--- src/core/scdt_pkg.sv ---
package scdt_pkg;

  // ----------------------------------------------------------------
  // register map (byte addresses, one 32-bit word each)
  // ----------------------------------------------------------------
  localparam logic [11:0] ADDR_RC_OSCILLATOR_TRIM     = 12'h000;
  localparam logic [11:0] ADDR_CLOCK_PRESCALE_CONTROL = 12'h004;
  localparam logic [11:0] ADDR_ASYNC_TIMER_STATUS_REG = 12'h008;
  localparam logic [11:0] ADDR_CLOCK_STATUS           = 12'h00C;

  // ----------------------------------------------------------------
  // field layout
  // ----------------------------------------------------------------
  localparam int PRESCALE_CHANGE_ENABLE_BIT = 7;
  localparam int PRESCALE_SELECT_LSB        = 0;
  localparam int PRESCALE_SELECT_W          = 4;
  localparam int TRIM_W                     = 8;
  localparam int TRIM_RANGE_BIT             = 7;
  localparam int ASYNC_TIMER_ENABLE_BIT     = 0;
  localparam int ASYNC_EXT_CLOCK_SELECT_BIT = 1;
  localparam int STATUS_ACTIVE_SELECT_LSB   = 0;
  localparam int STATUS_PENDING_BIT         = 4;
  localparam int STATUS_CLOCK_OUT_FUSE_BIT  = 5;
  localparam int STATUS_DIV8_FUSE_BIT       = 6;
  localparam int STATUS_TIMER_OSC_BIT       = 7;
  localparam int STATUS_TIMER_BYPASS_BIT    = 8;

  // ----------------------------------------------------------------
  // values
  // ----------------------------------------------------------------
  localparam logic [7:0] PRESCALE_UNLOCK_PATTERN = 8'h80;
  localparam logic [3:0] SELECT_RESET_PLAIN      = 4'h0;
  localparam logic [3:0] SELECT_RESET_DIV8       = 4'h3;
  localparam logic [3:0] SELECT_MAX_DEFINED      = 4'h8;
  localparam logic [2:0] CHANGE_WINDOW_CYCLES    = 3'h4;
  localparam logic [31:0] READ_ZERO              = 32'h0000_0000;

  typedef enum logic [1:0] {
    SCDT_SW_IDLE,
    SCDT_SW_PENDING
  } scdt_switch_type;

endpackage

--- src/core/scdt_clock_control.sv ---
// Decided for this implementation: the APB slave port and the register offsets.
`timescale 1ns/1ps

// Functional notes
// (RULE1) programmed clock-out fuse drives system clock on pin, also during reset
// (RULE2) pin carries the prescaled clock, never the undivided source; at select 0 the pin shows half the source rate
// (RULE3) timer oscillator shares crystal pins, allowed only with internal RC source
// (RULE4) external clock on timer oscillator input needs external-clock select bit set
// (RULE5) prescaler divides I/O, converter, core and program-memory clocks alike
// (RULE6) division changes without glitch and no faster intermediate period
// (RULE7) new frequency takes effect after old period plus one or two new periods
// (RULE8) prescaler counter runs on undivided clock and is not software readable
// (RULE9) software first writes change-enable one with all other bits zero
// (RULE10) software writes select with change-enable zero within four cycles
// (RULE11) software keeps interrupts off during the two-step change
// (RULE12) change-enable sets only when all other written bits are zero
// (RULE13) change-enable clears four cycles after set or on select write
// (RULE14) rewriting set change-enable neither restarts window nor clears it
// (RULE15) reset select is 0000, or 0011 with divide-by-eight fuse programmed
// (RULE16) software may write any select value regardless of the fuse
// (RULE17) select n from 0 to 8 divides by two to the n; 9..15 reserved
// (RULE18) reset loads trim register with factory calibration value
// (RULE19) software trim writes reach the RC oscillator
// (RULE20) top trim bit picks low or high overlapping range
// (RULE21) low seven trim bits tune within range, zero lowest
// (RULE22) software keeps trim at or below 8.8 MHz during memory writes
// (RULE23) reserved select write keeps the previous division factor
module scdt_clock_control #(
  parameter int MAX_SELECT = 8
) (
  input  wire logic        clk,
  input  wire logic        rst_b,
  input  wire logic        psel,
  input  wire logic        penable,
  input  wire logic        pwrite,
  input  wire logic [11:0] paddr,
  input  wire logic [31:0] pwdata,
  output logic      [31:0] prdata,
  output logic             pready,
  output logic             pslverr,
  input  wire logic        clockOutFuse,
  input  wire logic        divideByEightFuse,
  input  wire logic [7:0]  factoryCalibration,
  input  wire logic        systemSourceIsRc,
  output logic             clockOutPin,
  output logic             clockOutPinOe,
  output logic             ioClockEn,
  output logic             converterClockEn,
  output logic             coreClockEn,
  output logic             programMemoryClockEn,
  output logic [7:0]       rcOscillatorTrim,
  output logic             timerOscEnable,
  output logic             timerOscBypass
);

  localparam int CNT_W = MAX_SELECT;

  // ----------------------------------------------------------------
  // elaboration checks
  // ----------------------------------------------------------------
  if (MAX_SELECT < 1 || MAX_SELECT > int'(scdt_pkg::SELECT_MAX_DEFINED)) begin : g_bad_max
    $error("MAX_SELECT out of range");
  end

  // ----------------------------------------------------------------
  // decode helpers
  // ----------------------------------------------------------------
  function automatic logic [CNT_W-1:0] terminalOf(input logic [3:0] sel);
    logic [CNT_W:0] one;
    one = {{CNT_W{1'b0}}, 1'b1};
    terminalOf = CNT_W'((one << sel) - one);
  endfunction

  function automatic logic [CNT_W-1:0] halfOf(input logic [3:0] sel);
    logic [CNT_W:0] one;
    one = {{CNT_W{1'b0}}, 1'b1};
    halfOf = (sel == 4'h0) ? '0 : CNT_W'(one << (sel - 4'h1));
  endfunction

  function automatic logic isReserved(input logic [3:0] sel);
    isReserved = (sel > 4'(MAX_SELECT));
  endfunction

  // ----------------------------------------------------------------
  // pin synchronisers
  // ----------------------------------------------------------------
  logic       clockOutFuseMeta;
  logic       clockOutFuseSync;
  logic       div8FuseMeta;
  logic       div8FuseSync;
  logic       srcRcMeta;
  logic       srcRcSync;
  logic [7:0] calMeta;
  logic [7:0] calSync;
  // not reset: the clock-out pin must keep working through reset
  always_ff @(posedge clk) begin
    clockOutFuseMeta <= clockOutFuse;
    clockOutFuseSync <= clockOutFuseMeta;
    div8FuseMeta     <= divideByEightFuse;
    div8FuseSync     <= div8FuseMeta;
    srcRcMeta        <= systemSourceIsRc;
    srcRcSync        <= srcRcMeta;
    calMeta          <= factoryCalibration;
    calSync          <= calMeta;
  end

  // ----------------------------------------------------------------
  // APB access decode
  // ----------------------------------------------------------------
  logic busWrite;
  logic busSetup;
  logic hitTrim;
  logic hitPrescale;
  logic hitAsync;
  logic hitStatus;
  logic addrMapped;
  assign busSetup    = psel && !penable;
  assign busWrite    = psel && penable && pready && pwrite;
  assign hitTrim     = (paddr == scdt_pkg::ADDR_RC_OSCILLATOR_TRIM);
  assign hitPrescale = (paddr == scdt_pkg::ADDR_CLOCK_PRESCALE_CONTROL);
  assign hitAsync    = (paddr == scdt_pkg::ADDR_ASYNC_TIMER_STATUS_REG);
  assign hitStatus   = (paddr == scdt_pkg::ADDR_CLOCK_STATUS);
  assign addrMapped  = hitTrim || hitPrescale || hitAsync || hitStatus;
  logic       writePrescale;
  logic       unlockWrite;
  logic [3:0] writtenSelect;
  assign writePrescale = busWrite && hitPrescale;
  assign unlockWrite   = writePrescale && (pwdata[7:0] == scdt_pkg::PRESCALE_UNLOCK_PATTERN);
  assign writtenSelect = pwdata[scdt_pkg::PRESCALE_SELECT_LSB +: scdt_pkg::PRESCALE_SELECT_W];

  // ----------------------------------------------------------------
  // change-enable and its window
  // ----------------------------------------------------------------
  logic       changeEnable;
  logic [2:0] windowCount;
  logic       selectWrite;
  assign selectWrite = writePrescale && changeEnable && !pwdata[scdt_pkg::PRESCALE_CHANGE_ENABLE_BIT];
  always_ff @(posedge clk) begin
    if (!rst_b) begin
      changeEnable <= 1'b0;
      windowCount  <= '0;
    end else if (unlockWrite && !changeEnable) begin
      changeEnable <= 1'b1;                                   // [RULE12]
      windowCount  <= scdt_pkg::CHANGE_WINDOW_CYCLES - 3'h1;
    end else if (changeEnable) begin
      // a rewrite of the unlock pattern falls through here untouched
      if (selectWrite || windowCount == 3'h0) begin
        changeEnable <= 1'b0;                                 // [RULE13]
      end
      windowCount <= windowCount - 3'h1;                      // [RULE14]
    end
  end

  // ----------------------------------------------------------------
  // prescale select register
  // ----------------------------------------------------------------
  logic [3:0] prescaleSelect;
  always_ff @(posedge clk) begin
    if (!rst_b) begin
      prescaleSelect <= div8FuseSync ? scdt_pkg::SELECT_RESET_DIV8 : scdt_pkg::SELECT_RESET_PLAIN; // [RULE15]
    end else if (selectWrite && !isReserved(writtenSelect)) begin
      prescaleSelect <= writtenSelect;                        // [RULE16] [RULE17] [RULE23]
    end
  end

  // ----------------------------------------------------------------
  // ripple prescaler on the undivided clock
  // ----------------------------------------------------------------
  scdt_pkg::scdt_switch_type switchState;
  logic [3:0]                activeSelect;
  logic [CNT_W-1:0]          divCount;
  logic [CNT_W-1:0]          next_divCount;
  logic [3:0]                next_activeSelect;
  logic                      periodEnd;
  // at least, so a count left by the reset toggle cannot run past a small terminal
  assign periodEnd = (divCount >= terminalOf(activeSelect));
  always_comb begin
    next_divCount     = periodEnd ? '0 : divCount + CNT_W'(1);
    // new factor only at a period boundary, so no period is ever cut short
    next_activeSelect = (periodEnd && switchState == scdt_pkg::SCDT_SW_PENDING) ? prescaleSelect : activeSelect;
  end
  always_ff @(posedge clk) begin
    if (!rst_b) begin
      switchState <= scdt_pkg::SCDT_SW_IDLE;
    end else begin
      case (switchState)
        scdt_pkg::SCDT_SW_IDLE: begin
          if (prescaleSelect != activeSelect) begin
            switchState <= scdt_pkg::SCDT_SW_PENDING;
          end
        end
        scdt_pkg::SCDT_SW_PENDING: begin
          if (periodEnd) begin
            switchState <= scdt_pkg::SCDT_SW_IDLE;
          end
        end
        default: begin
          switchState <= scdt_pkg::SCDT_SW_IDLE;
        end
      endcase
    end
  end

  always_ff @(posedge clk) begin
    if (!rst_b) begin
      activeSelect <= div8FuseSync ? scdt_pkg::SELECT_RESET_DIV8 : scdt_pkg::SELECT_RESET_PLAIN;
    end else begin
      activeSelect <= next_activeSelect;                      // [RULE6] [RULE7]
    end
  end

  // during reset the counter keeps toggling so the pin still shows a clock
  always_ff @(posedge clk) begin
    if (!rst_b) begin
      divCount <= (divCount == '0) ? CNT_W'(1) : '0;
    end else begin
      divCount <= next_divCount;                              // [RULE8]
    end
  end

  // ----------------------------------------------------------------
  // divided clock enables and pin level
  // ----------------------------------------------------------------
  logic systemTick;
  always_ff @(posedge clk) begin
    if (!rst_b) begin
      systemTick <= 1'b0;
    end else begin
      systemTick <= periodEnd;                                // [RULE5]
    end
  end

  assign ioClockEn            = systemTick;
  assign converterClockEn     = systemTick;
  assign coreClockEn          = systemTick;
  assign programMemoryClockEn = systemTick;

  // divide-by-one can only show half the source rate from a flop
  always_ff @(posedge clk) begin
    if (!rst_b) begin
      clockOutPin <= (divCount == '0);
    end else if (next_activeSelect == 4'h0) begin
      clockOutPin <= !clockOutPin;
    end else begin
      clockOutPin <= (next_divCount < halfOf(next_activeSelect)); // [RULE2]
    end
  end

  always_ff @(posedge clk) begin
    clockOutPinOe <= clockOutFuseSync;                        // [RULE1]
  end

  // ----------------------------------------------------------------
  // RC trim register
  // ----------------------------------------------------------------
  // trim feeds the oscillator directly; range bit on top, steps below
  always_ff @(posedge clk) begin
    if (!rst_b) begin
      rcOscillatorTrim <= calSync;                            // [RULE18]
    end else if (busWrite && hitTrim) begin
      rcOscillatorTrim <= pwdata[scdt_pkg::TRIM_W-1:0];       // [RULE19] [RULE20] [RULE21]
    end
  end

  // ----------------------------------------------------------------
  // timer oscillator on the shared crystal pins
  // ----------------------------------------------------------------
  logic asyncTimerEnable;
  logic asyncExtClockSelect;
  always_ff @(posedge clk) begin
    if (!rst_b) begin
      asyncTimerEnable    <= 1'b0;
      asyncExtClockSelect <= 1'b0;
    end else if (busWrite && hitAsync) begin
      asyncTimerEnable    <= pwdata[scdt_pkg::ASYNC_TIMER_ENABLE_BIT];
      asyncExtClockSelect <= pwdata[scdt_pkg::ASYNC_EXT_CLOCK_SELECT_BIT];
    end
  end

  always_ff @(posedge clk) begin
    if (!rst_b) begin
      timerOscEnable <= 1'b0;
      timerOscBypass <= 1'b0;
    end else begin
      timerOscEnable <= asyncTimerEnable && srcRcSync;                        // [RULE3]
      timerOscBypass <= asyncTimerEnable && srcRcSync && asyncExtClockSelect; // [RULE4]
    end
  end

  // ----------------------------------------------------------------
  // APB read and answer
  // ----------------------------------------------------------------
  logic [31:0] next_prdata;
  always_comb begin
    next_prdata = scdt_pkg::READ_ZERO;
    if (hitTrim) begin
      next_prdata[scdt_pkg::TRIM_W-1:0] = rcOscillatorTrim;
    end else if (hitPrescale) begin
      next_prdata[scdt_pkg::PRESCALE_CHANGE_ENABLE_BIT] = changeEnable;
      next_prdata[scdt_pkg::PRESCALE_SELECT_LSB +: scdt_pkg::PRESCALE_SELECT_W] = prescaleSelect;
    end else if (hitAsync) begin
      next_prdata[scdt_pkg::ASYNC_TIMER_ENABLE_BIT]     = asyncTimerEnable;
      next_prdata[scdt_pkg::ASYNC_EXT_CLOCK_SELECT_BIT] = asyncExtClockSelect;
    end else if (hitStatus) begin
      next_prdata[scdt_pkg::STATUS_ACTIVE_SELECT_LSB +: scdt_pkg::PRESCALE_SELECT_W] = activeSelect;
      next_prdata[scdt_pkg::STATUS_PENDING_BIT]        = (switchState == scdt_pkg::SCDT_SW_PENDING);
      next_prdata[scdt_pkg::STATUS_CLOCK_OUT_FUSE_BIT] = clockOutFuseSync;
      next_prdata[scdt_pkg::STATUS_DIV8_FUSE_BIT]      = div8FuseSync;
      next_prdata[scdt_pkg::STATUS_TIMER_OSC_BIT]      = timerOscEnable;
      next_prdata[scdt_pkg::STATUS_TIMER_BYPASS_BIT]   = timerOscBypass;
    end
  end

  // answer prepared in setup, so every access completes in one cycle
  always_ff @(posedge clk) begin
    if (!rst_b) begin
      pready  <= 1'b0;
      pslverr <= 1'b0;
      prdata  <= scdt_pkg::READ_ZERO;
    end else begin
      pready  <= busSetup;
      pslverr <= busSetup && !addrMapped;
      if (busSetup && !pwrite) begin
        prdata <= next_prdata;
      end
    end
  end

  // ----------------------------------------------------------------
  // assertions
  // ----------------------------------------------------------------
  logic [3:0] enableAge;
  always_ff @(posedge clk) begin
    if (!rst_b || !changeEnable) begin
      enableAge <= '0;
    end else begin
      enableAge <= enableAge + 4'h1;
    end
  end
endmodule

--- config.mk ---
export PLATFORM = sky130hd
export DESIGN_NAME = scdt_clock_control
export DESIGN_NICKNAME = d
export VERILOG_FILES = /design/src/core/scdt_pkg.sv /design/src/core/scdt_clock_control.sv
export SDC_FILE = /design/constraint.sdc
export NUM_CORES = 1
export LEC_CHECK = 0
export BUFFER_PORTS_ARGS = -buffer_cell sky130_fd_sc_hd__buf_2
export CAP_MARGIN = 20
export CORE_UTILIZATION = 30
export DETAILED_ROUTE_END_ITERATION = 6
export GPL_TIMING_DRIVEN = 0
export PLACE_DENSITY_LB_ADDON = 0.15
export SYNTH_ARGS = -nofsm -noshare
export SYNTH_HDL_FRONTEND = slang
export SYNTH_SLANG_ARGS = --single-unit
--- constraint.sdc ---
create_clock -name clk -period 4 [get_ports clk]
set_input_delay 0.2 -clock clk [delete_from_list [all_inputs] [get_ports clk]]
set_output_delay 0.2 -clock clk [all_outputs]
set_load 0.03 [all_outputs]
==> run_results.csv, run 1 <==
group,metric,value,unit
outcome,status,"finished, final reports clean",
clock_tree,root_buffer,"clkbuf_16",
route,dr.pass1.iters,4,
pwr,power.switching,820,uW
pwr,seq_power_share,0.331,
pwr,p_per_area,546,mW/mm2
yosys,postSynthRegisterBits,69,
setup_path,cp_max_fo,10,
timing,max_freq,265,MHz
finish,area_growth,35.1,%
floorplan,std_cell_rows,38,
global_routing,grt_pass1_vias,2620,
global_routing,antenna_found_initial,0,
clock_tree,cts_buffers,9,
global_routing,grt_usage,0.144,
floorplan,io_pins,110,
min_path,hold_class,"input port to register",
route,wl_per_cell,13.3,um
timing,finalSetupViolations,0,
yosys,synth_top_flop_cell,"dfxtp_1",
floorplan,dieArea,0.0119,mm2
route,wirelength,8140,um
finish,fin_area,0.00463,mm2
clock_tree,cts_tree,"built",
pwr,share_comb_of_total_power,0.330,
yosys,synth_area_per_cell,9.58,um2
setup_path,crit_path_end_kind,"register",
setup_path,critPathKind,"register to register",
finish,drive_above_1_share,0.329,
pwr,p_total,2530,uW
pwr,p_clk_frac,0.339,
placed_design,pre_cts_slack,-418,ps
global_routing,grt_pass1_wl,12800,um
min_path,min_from,"psel",
setup_path,r2r_setup_slack,220,ps
floorplan,die_h,109,um
route,num_vias,2751,
pwr,peakVddDrop,0.225,mV
global_routing,gr-total-overflow,0,
timing,maxSlewHeadroom,0.471,
floorplan,die_w,109,um
timing,setup_ws,222,ps
placed_design,place_congestion,0.759,
finish,n_antenna_cell,0,
route,drt.antenna.violating_nets,0,
timing,worst_pin_slew,786,ps
floorplan,initial_utilization,0.312,
setup_path,cp-startpoint,"activeSelect[1]",
timing,hold_viol,0,
pwr,switching_share,0.324,
placed_design,port_buffers,60,
yosys,synth_edf_count,12,
yosys,synth_seq_area_share,0.438,
setup_path,required,4220,ps
clock_tree,clk_pin_slew,60,ps
timing,finalMaxSlewViolations,0,
setup_path,r2r-end,"clockOutPin",
setup_path,timing.rr.start,"activeSelect[1]",
finish,final_nets,546,
setup_path,endpoint,"clockOutPin",
yosys,syn_area,0.00343,mm2
timing,min_period,3780,ps
run,drv_cap,0,
setup_path,crit_path_start_kind,"register",
setup_path,crit_arrival,3990,ps
setup_path,reg2regPathDepth,19,
yosys,syn_inst,358,
yosys,ys_types,48,
clock_tree,clock_latency,330,ps
placed_design,dpl.hpwl,6110,um
timing,period_share,0.944,
route,first_iter_violations,91,
route,drc,0,
clock_tree,clock-sinks,69,
timing,tns,0,ps
pwr,p_int,1710,uW
clock_tree,cts-htree-levels,3,
global_routing,grt_max_degree,14,
placed_design,place_area,0.00399,mm2
pwr,leakage,0.00198,uW
yosys,synthArstFlopShare,0,
route,vias_per_cell,4.50,
timing,finClkSkew,5.95,ps
yosys,ys_warn_count,0,
finish,fillers,1053,
floorplan,coreArea,0.0110,mm2
clock_tree,clockBufferDepth,2,
[Yosys cell counts (all sizes together) (6+ instances only)]
cell type / n / area share
nand3: 10 / 0.015
edfxtp: 12 / 0.11
mux2: 8 / 0.026
dfxtp: 57 / 0.33
and2: 6 / 0.011
nor2b: 15 / 0.027
a21oi: 21 / 0.031
inv: 14 / 0.015
nor3: 13 / 0.019
buf: 28 / 0.061
a22oi: 6 / 0.013
clkbuf: 15 / 0.016
nor2: 35 / 0.038
nand2: 22 / 0.024
o21ai: 10 / 0.016
xnor2: 7 / 0.018
ha: 20 / 0.073
mux2i: 7 / 0.020
[logic make-up after synthesis]
kind of cell | count (synthesis) | share of synthesized area
xor gates and xnor gates | 11 | 0.0281
buffers and inverters | 57 | 0.0923
adders and majority gates | 20 | 0.0729
other | 1 | 0.00109
muxes | 17 | 0.0598
DFF | 69 | 0.438
and+or+nand+nor | 132 | 0.203
AOI/OAI and AO/OA | 51 | 0.105
[layout make-up]
cell class / instances / area [um2] / share of cell area
clock inverter: 5 / 62.6 / 0.0135
buffer: 39 / 251 / 0.0543
inverter: 14 / 55.1 / 0.0119
timing repair buffer: 79 / 480 / 0.104
tap: 140 / 175 / 0.0378
sequential: 69 / 1520 / 0.327
clock buffer: 11 / 264 / 0.0570
multi-input combinational: 254 / 1830 / 0.395
[sequential cells by signal (all words and copies together), names as in the netlist, 3 cells and up]
name and count:
divCount 8, prdata 9, windowCount 3, rcOscillatorTrim 8
calSync 8, prescaleSelect 4, activeSelect 4, calMeta 8
[placed cells by master, fill, tap and decap left out, types with 4 or more instances in the layout]
cell type,netlist,routed
mux2i_1,7,4
edfxtp_1,12,12
o21ai_0,9,7
xnor2_1,7,7
nor2_1,35,32
clkbuf_1,15,11
a21oi_1,21,21
dlygate4sd3_1,0,11
inv_1,14,13
nor3_1,13,10
nand4_1,4,4
conb_1,1,23
dfxtp_4,0,4
buf_4,27,33
nor2b_1,15,15
xor2_1,4,4
ha_1,20,18
a22oi_1,6,6
dfxtp_1,57,53
nand3_1,10,9
buf_2,1,61
and2_1,6,6
nor4_1,4,4
clkbuf_16,0,10
mux2_2,8,8
nand2_1,22,21
[power by group through the flow]
stage / clock network (uW) / logic (uW) / registers (uW)
final: 859 / 835 / 836
after global routing: 908 / 924 / 846
after CTS: 875 / 729 / 829
after detailed placement: 0 / 720 / 822
after global placement: 0 / 707 / 822
after floorplan: 0 / 548 / 838
[worst max-delay path, stage by stage, from the launching register on]
cell,delay (ps)
dfxtp_4,380
nor2_4,160
nand3_4,110
ha_4,190
nor3_2,90
a21oi_1,50
o21a_1,180
ha_1,290
nand4_1,160
o32ai_4,340
buf_12,170
buf_4,170
a21oi_1,80
or2_2,270
ha_1,290
nand3_1,80
or2_4,260
nor3_2,160
a2111o_1,140
nand3_1,70
[per-layer routing]
layer / wire length (um) / track usage / vias up
met2: 3980 / 0.244 / 65
met1: 3720 / 0.175 / 1267
met3: 348 / 0.0400 / 7
met4: 97 / 0.0492 / 0
li1: - / - / 1412
met5: 0 / 0 / -
[through the flow]
step | utilization | hold slack, ps | cells
floorplan | - | 228 | 380
global placement | 0.363 | 302 | 580
detailed placement | 0.364 | 304 | 581
CTS | 0.405 | 163 | 605
global route | 0.422 | 191 | 611
finish | 0.422 | 166 | 611
[worst min path at each step]
stage / cells after the start / slack [ps] / to
global route: 2 / 190 / pready
finish: 2 / 170 / pready
detailed placement: 1 / 300 / srcRcMeta
global placement: 1 / 300 / calMeta[3]
CTS: 2 / 160 / pready
floorplan: 0 / 230 / calMeta[0]
[repair_timing]
item | in CTS | in global routing
cloned | 0 | 0
buffers inserted | 1 | 6
endpoints found under the setup margin | 1 | 1
gates resized for setup | 9 | 30
hold buffers | 11 | 0
pin swaps | 1 | 6
hold endpoints to repair | 11 | 0
Power figures use the tool's default switching activity.
==> run 2, diff against run 1 <==
Settings changed: RECOVER_POWER set to 100.
==> run 2 against run 1 <==
  * Worst hold slack about the same
  * Wire length barely moved
  * Clock-buffer cell count is the same
  * Via count grew 0.29%
  * Utilization decreased by 0.41 points
==> run_results.csv, run 2 (synthesis gave the netlist of run 1 again) <==
group,metric,value,unit
floorplan,io_pins,110,
timing,max_freq,264,MHz
placed_design,pre_cts_slack,-418,ps
route,dr.pass1.iters,4,
finish,area_growth,33.8,%
pwr,seq_power_share,0.332,
pwr,p_total,2520,uW
route,wirelength,8140,um
finish,fillers,1072,
min_path,hold_class,"input port to register",
floorplan,die_h,109,um
floorplan,coreArea,0.0110,mm2
timing,finalMaxSlewViolations,0,
setup_path,required,4220,ps
global_routing,grt_pass1_wl,12800,um
finish,largest_reg_flops,9,
timing,hold_viol,0,
pwr,p_int,1700,uW
clock_tree,clk_pin_slew,60,ps
global_routing,grt_max_degree,14,
setup_path,crit_path_start_kind,"register",
pwr,p_per_area,550,mW/mm2
timing,setup_ws,209,ps
pwr,peakVddDrop,0.225,mV
placed_design,place_congestion,0.759,
timing,min_period,3790,ps
timing,maxSlewHeadroom,0.473,
pwr,p_clk_frac,0.340,
clock_tree,clock_latency,330,ps
global_routing,grtUsageMet1,0.175,
global_routing,antenna_found_initial,0,
pwr,switching_share,0.325,
floorplan,std_cell_rows,38,
route,num_vias,2759,
clock_tree,root_buffer,"clkbuf_16",
timing,worst_pin_slew,784,ps
pwr,leakage,0.00187,uW
global_routing,grt_usage,0.144,
setup_path,crit_path_end_kind,"register",
clock_tree,cts_buffers,9,
timing,finClkSkew,5.08,ps
finish,layout_commonest_cell,"dfxtp_1",
timing,finalSetupViolations,0,
setup_path,cp_max_fo,10,
floorplan,dieArea,0.0119,mm2
global_routing,gr-total-overflow,0,
finish,final_nets,546,
global_routing,grt_use_met3,0.0400,
pwr,share_comb_of_total_power,0.328,
run,drv_cap,0,
global_routing,grt.met2_usage,0.244,
floorplan,die_w,109,um
route,drt.antenna.violating_nets,0,
setup_path,critPathKind,"register to register",
clock_tree,cts-htree-levels,3,
pwr,power.switching,820,uW
finish,regMostFlops,"prdata",
clock_tree,clockBufferDepth,2,
setup_path,crit_arrival,4010,ps
route,vias_per_cell,4.52,
clock_tree,clock-sinks,69,
global_routing,grt_pass1_vias,2620,
timing,period_share,0.948,
placed_design,port_buffers,60,
route,drc,0,
global_routing,grt-busiest-layer,"met2",
route,wl_per_cell,13.3,um
route,first_iter_violations,97,
finish,drive_above_1_share,0.263,
floorplan,initial_utilization,0.312,
finish,final_cell_mix,"dfxtp_1 (53), clkbuf_1 (40), buf_4 (33)",
placed_design,dpl.hpwl,6110,um
outcome,status,"finished, final reports clean",
clock_tree,cts_tree,"built",
finish,fin_util,0.418,
finish,n_antenna_cell,0,
==> run 2: cell type report <==
cell class / count / area [um2] / share of cell area
clock inverter: 5 / 62.6 / 0.0136
multi-input combinational: 254 / 1820 / 0.397
sequential: 69 / 1520 / 0.330
timing repair buffer: 79 / 444 / 0.0968
tap: 140 / 175 / 0.0382
inverter: 14 / 55.1 / 0.0120
clock buffer: 11 / 264 / 0.0575
buffer: 39 / 251 / 0.0548
==> run 2: critical path, stage by stage, from the launching register on <==
cell and delay, ps:
dfxtp_4 390, nor2_4 160, nand3_4 110, ha_4 190, nor3_2 90, a21oi_1 50
o21a_1 180, ha_1 290, nand4_1 170, o32ai_4 350, buf_12 170, buf_4 170
a21oi_1 80, or2_2 270, ha_1 290, nand3_1 80, or2_4 260, nor3_2 160
a2111o_1 140, nand3_1 70
==> run 2: routing by layer <==
layer  share of wire  up-vias
met5               0        -
met4           0.012        0
met3           0.046        7
met2            0.49       69
met1            0.46     1269
li1                -     1414
==> run 2: worst paths after layout <==
kind,startpoint,endpoint,slack (ps),depth (start not counted)
max,activeSelect[1],clockOutPin,210,19
min reg2reg,calMeta[7],calSync[7],320,0
min,psel,pready,170,2
max reg2reg,activeSelect[1],clockOutPin,210,19
==> run 2: power by group through the flow <==
stage / Clock [uW] / Sequential, uW / Combinational, uW
6_report: 858 / 837 / 828
5_1_grt: 908 / 846 / 916
2_1_floorplan: 0 / 838 / 548
3_3_place_gp: 0 / 822 / 707
4_1_cts: 875 / 829 / 729
3_5_place_dp: 0 / 822 / 720
==> run 2: through the flow <==
| step | area, um2 | hold WS [ps] | TNS [ps] | std cells |
|---|---|---|---|---|
| after floorplan | 3510 | 228 | 0 | 380 |
| after global placement | 3990 | 302 | -374 | 580 |
| after detailed placement | 3990 | 304 | -418 | 581 |
| after CTS | 4450 | 163 | 0 | 605 |
| after global routing | 4590 | 184 | -36.2 | 611 |
| final | 4590 | 166 | 0 | 611 |
==> run 2: repair_timing <==
item / CTS / global route
hold buffers: 11 / 0
endpoints found under the hold margin: 11 / 0
setup endpoints to repair: 1 / 1
gates resized for setup: 9 / 30
pin swaps: 1 / 6
setup buffers: 1 / 6
gates cloned: 0 / 0
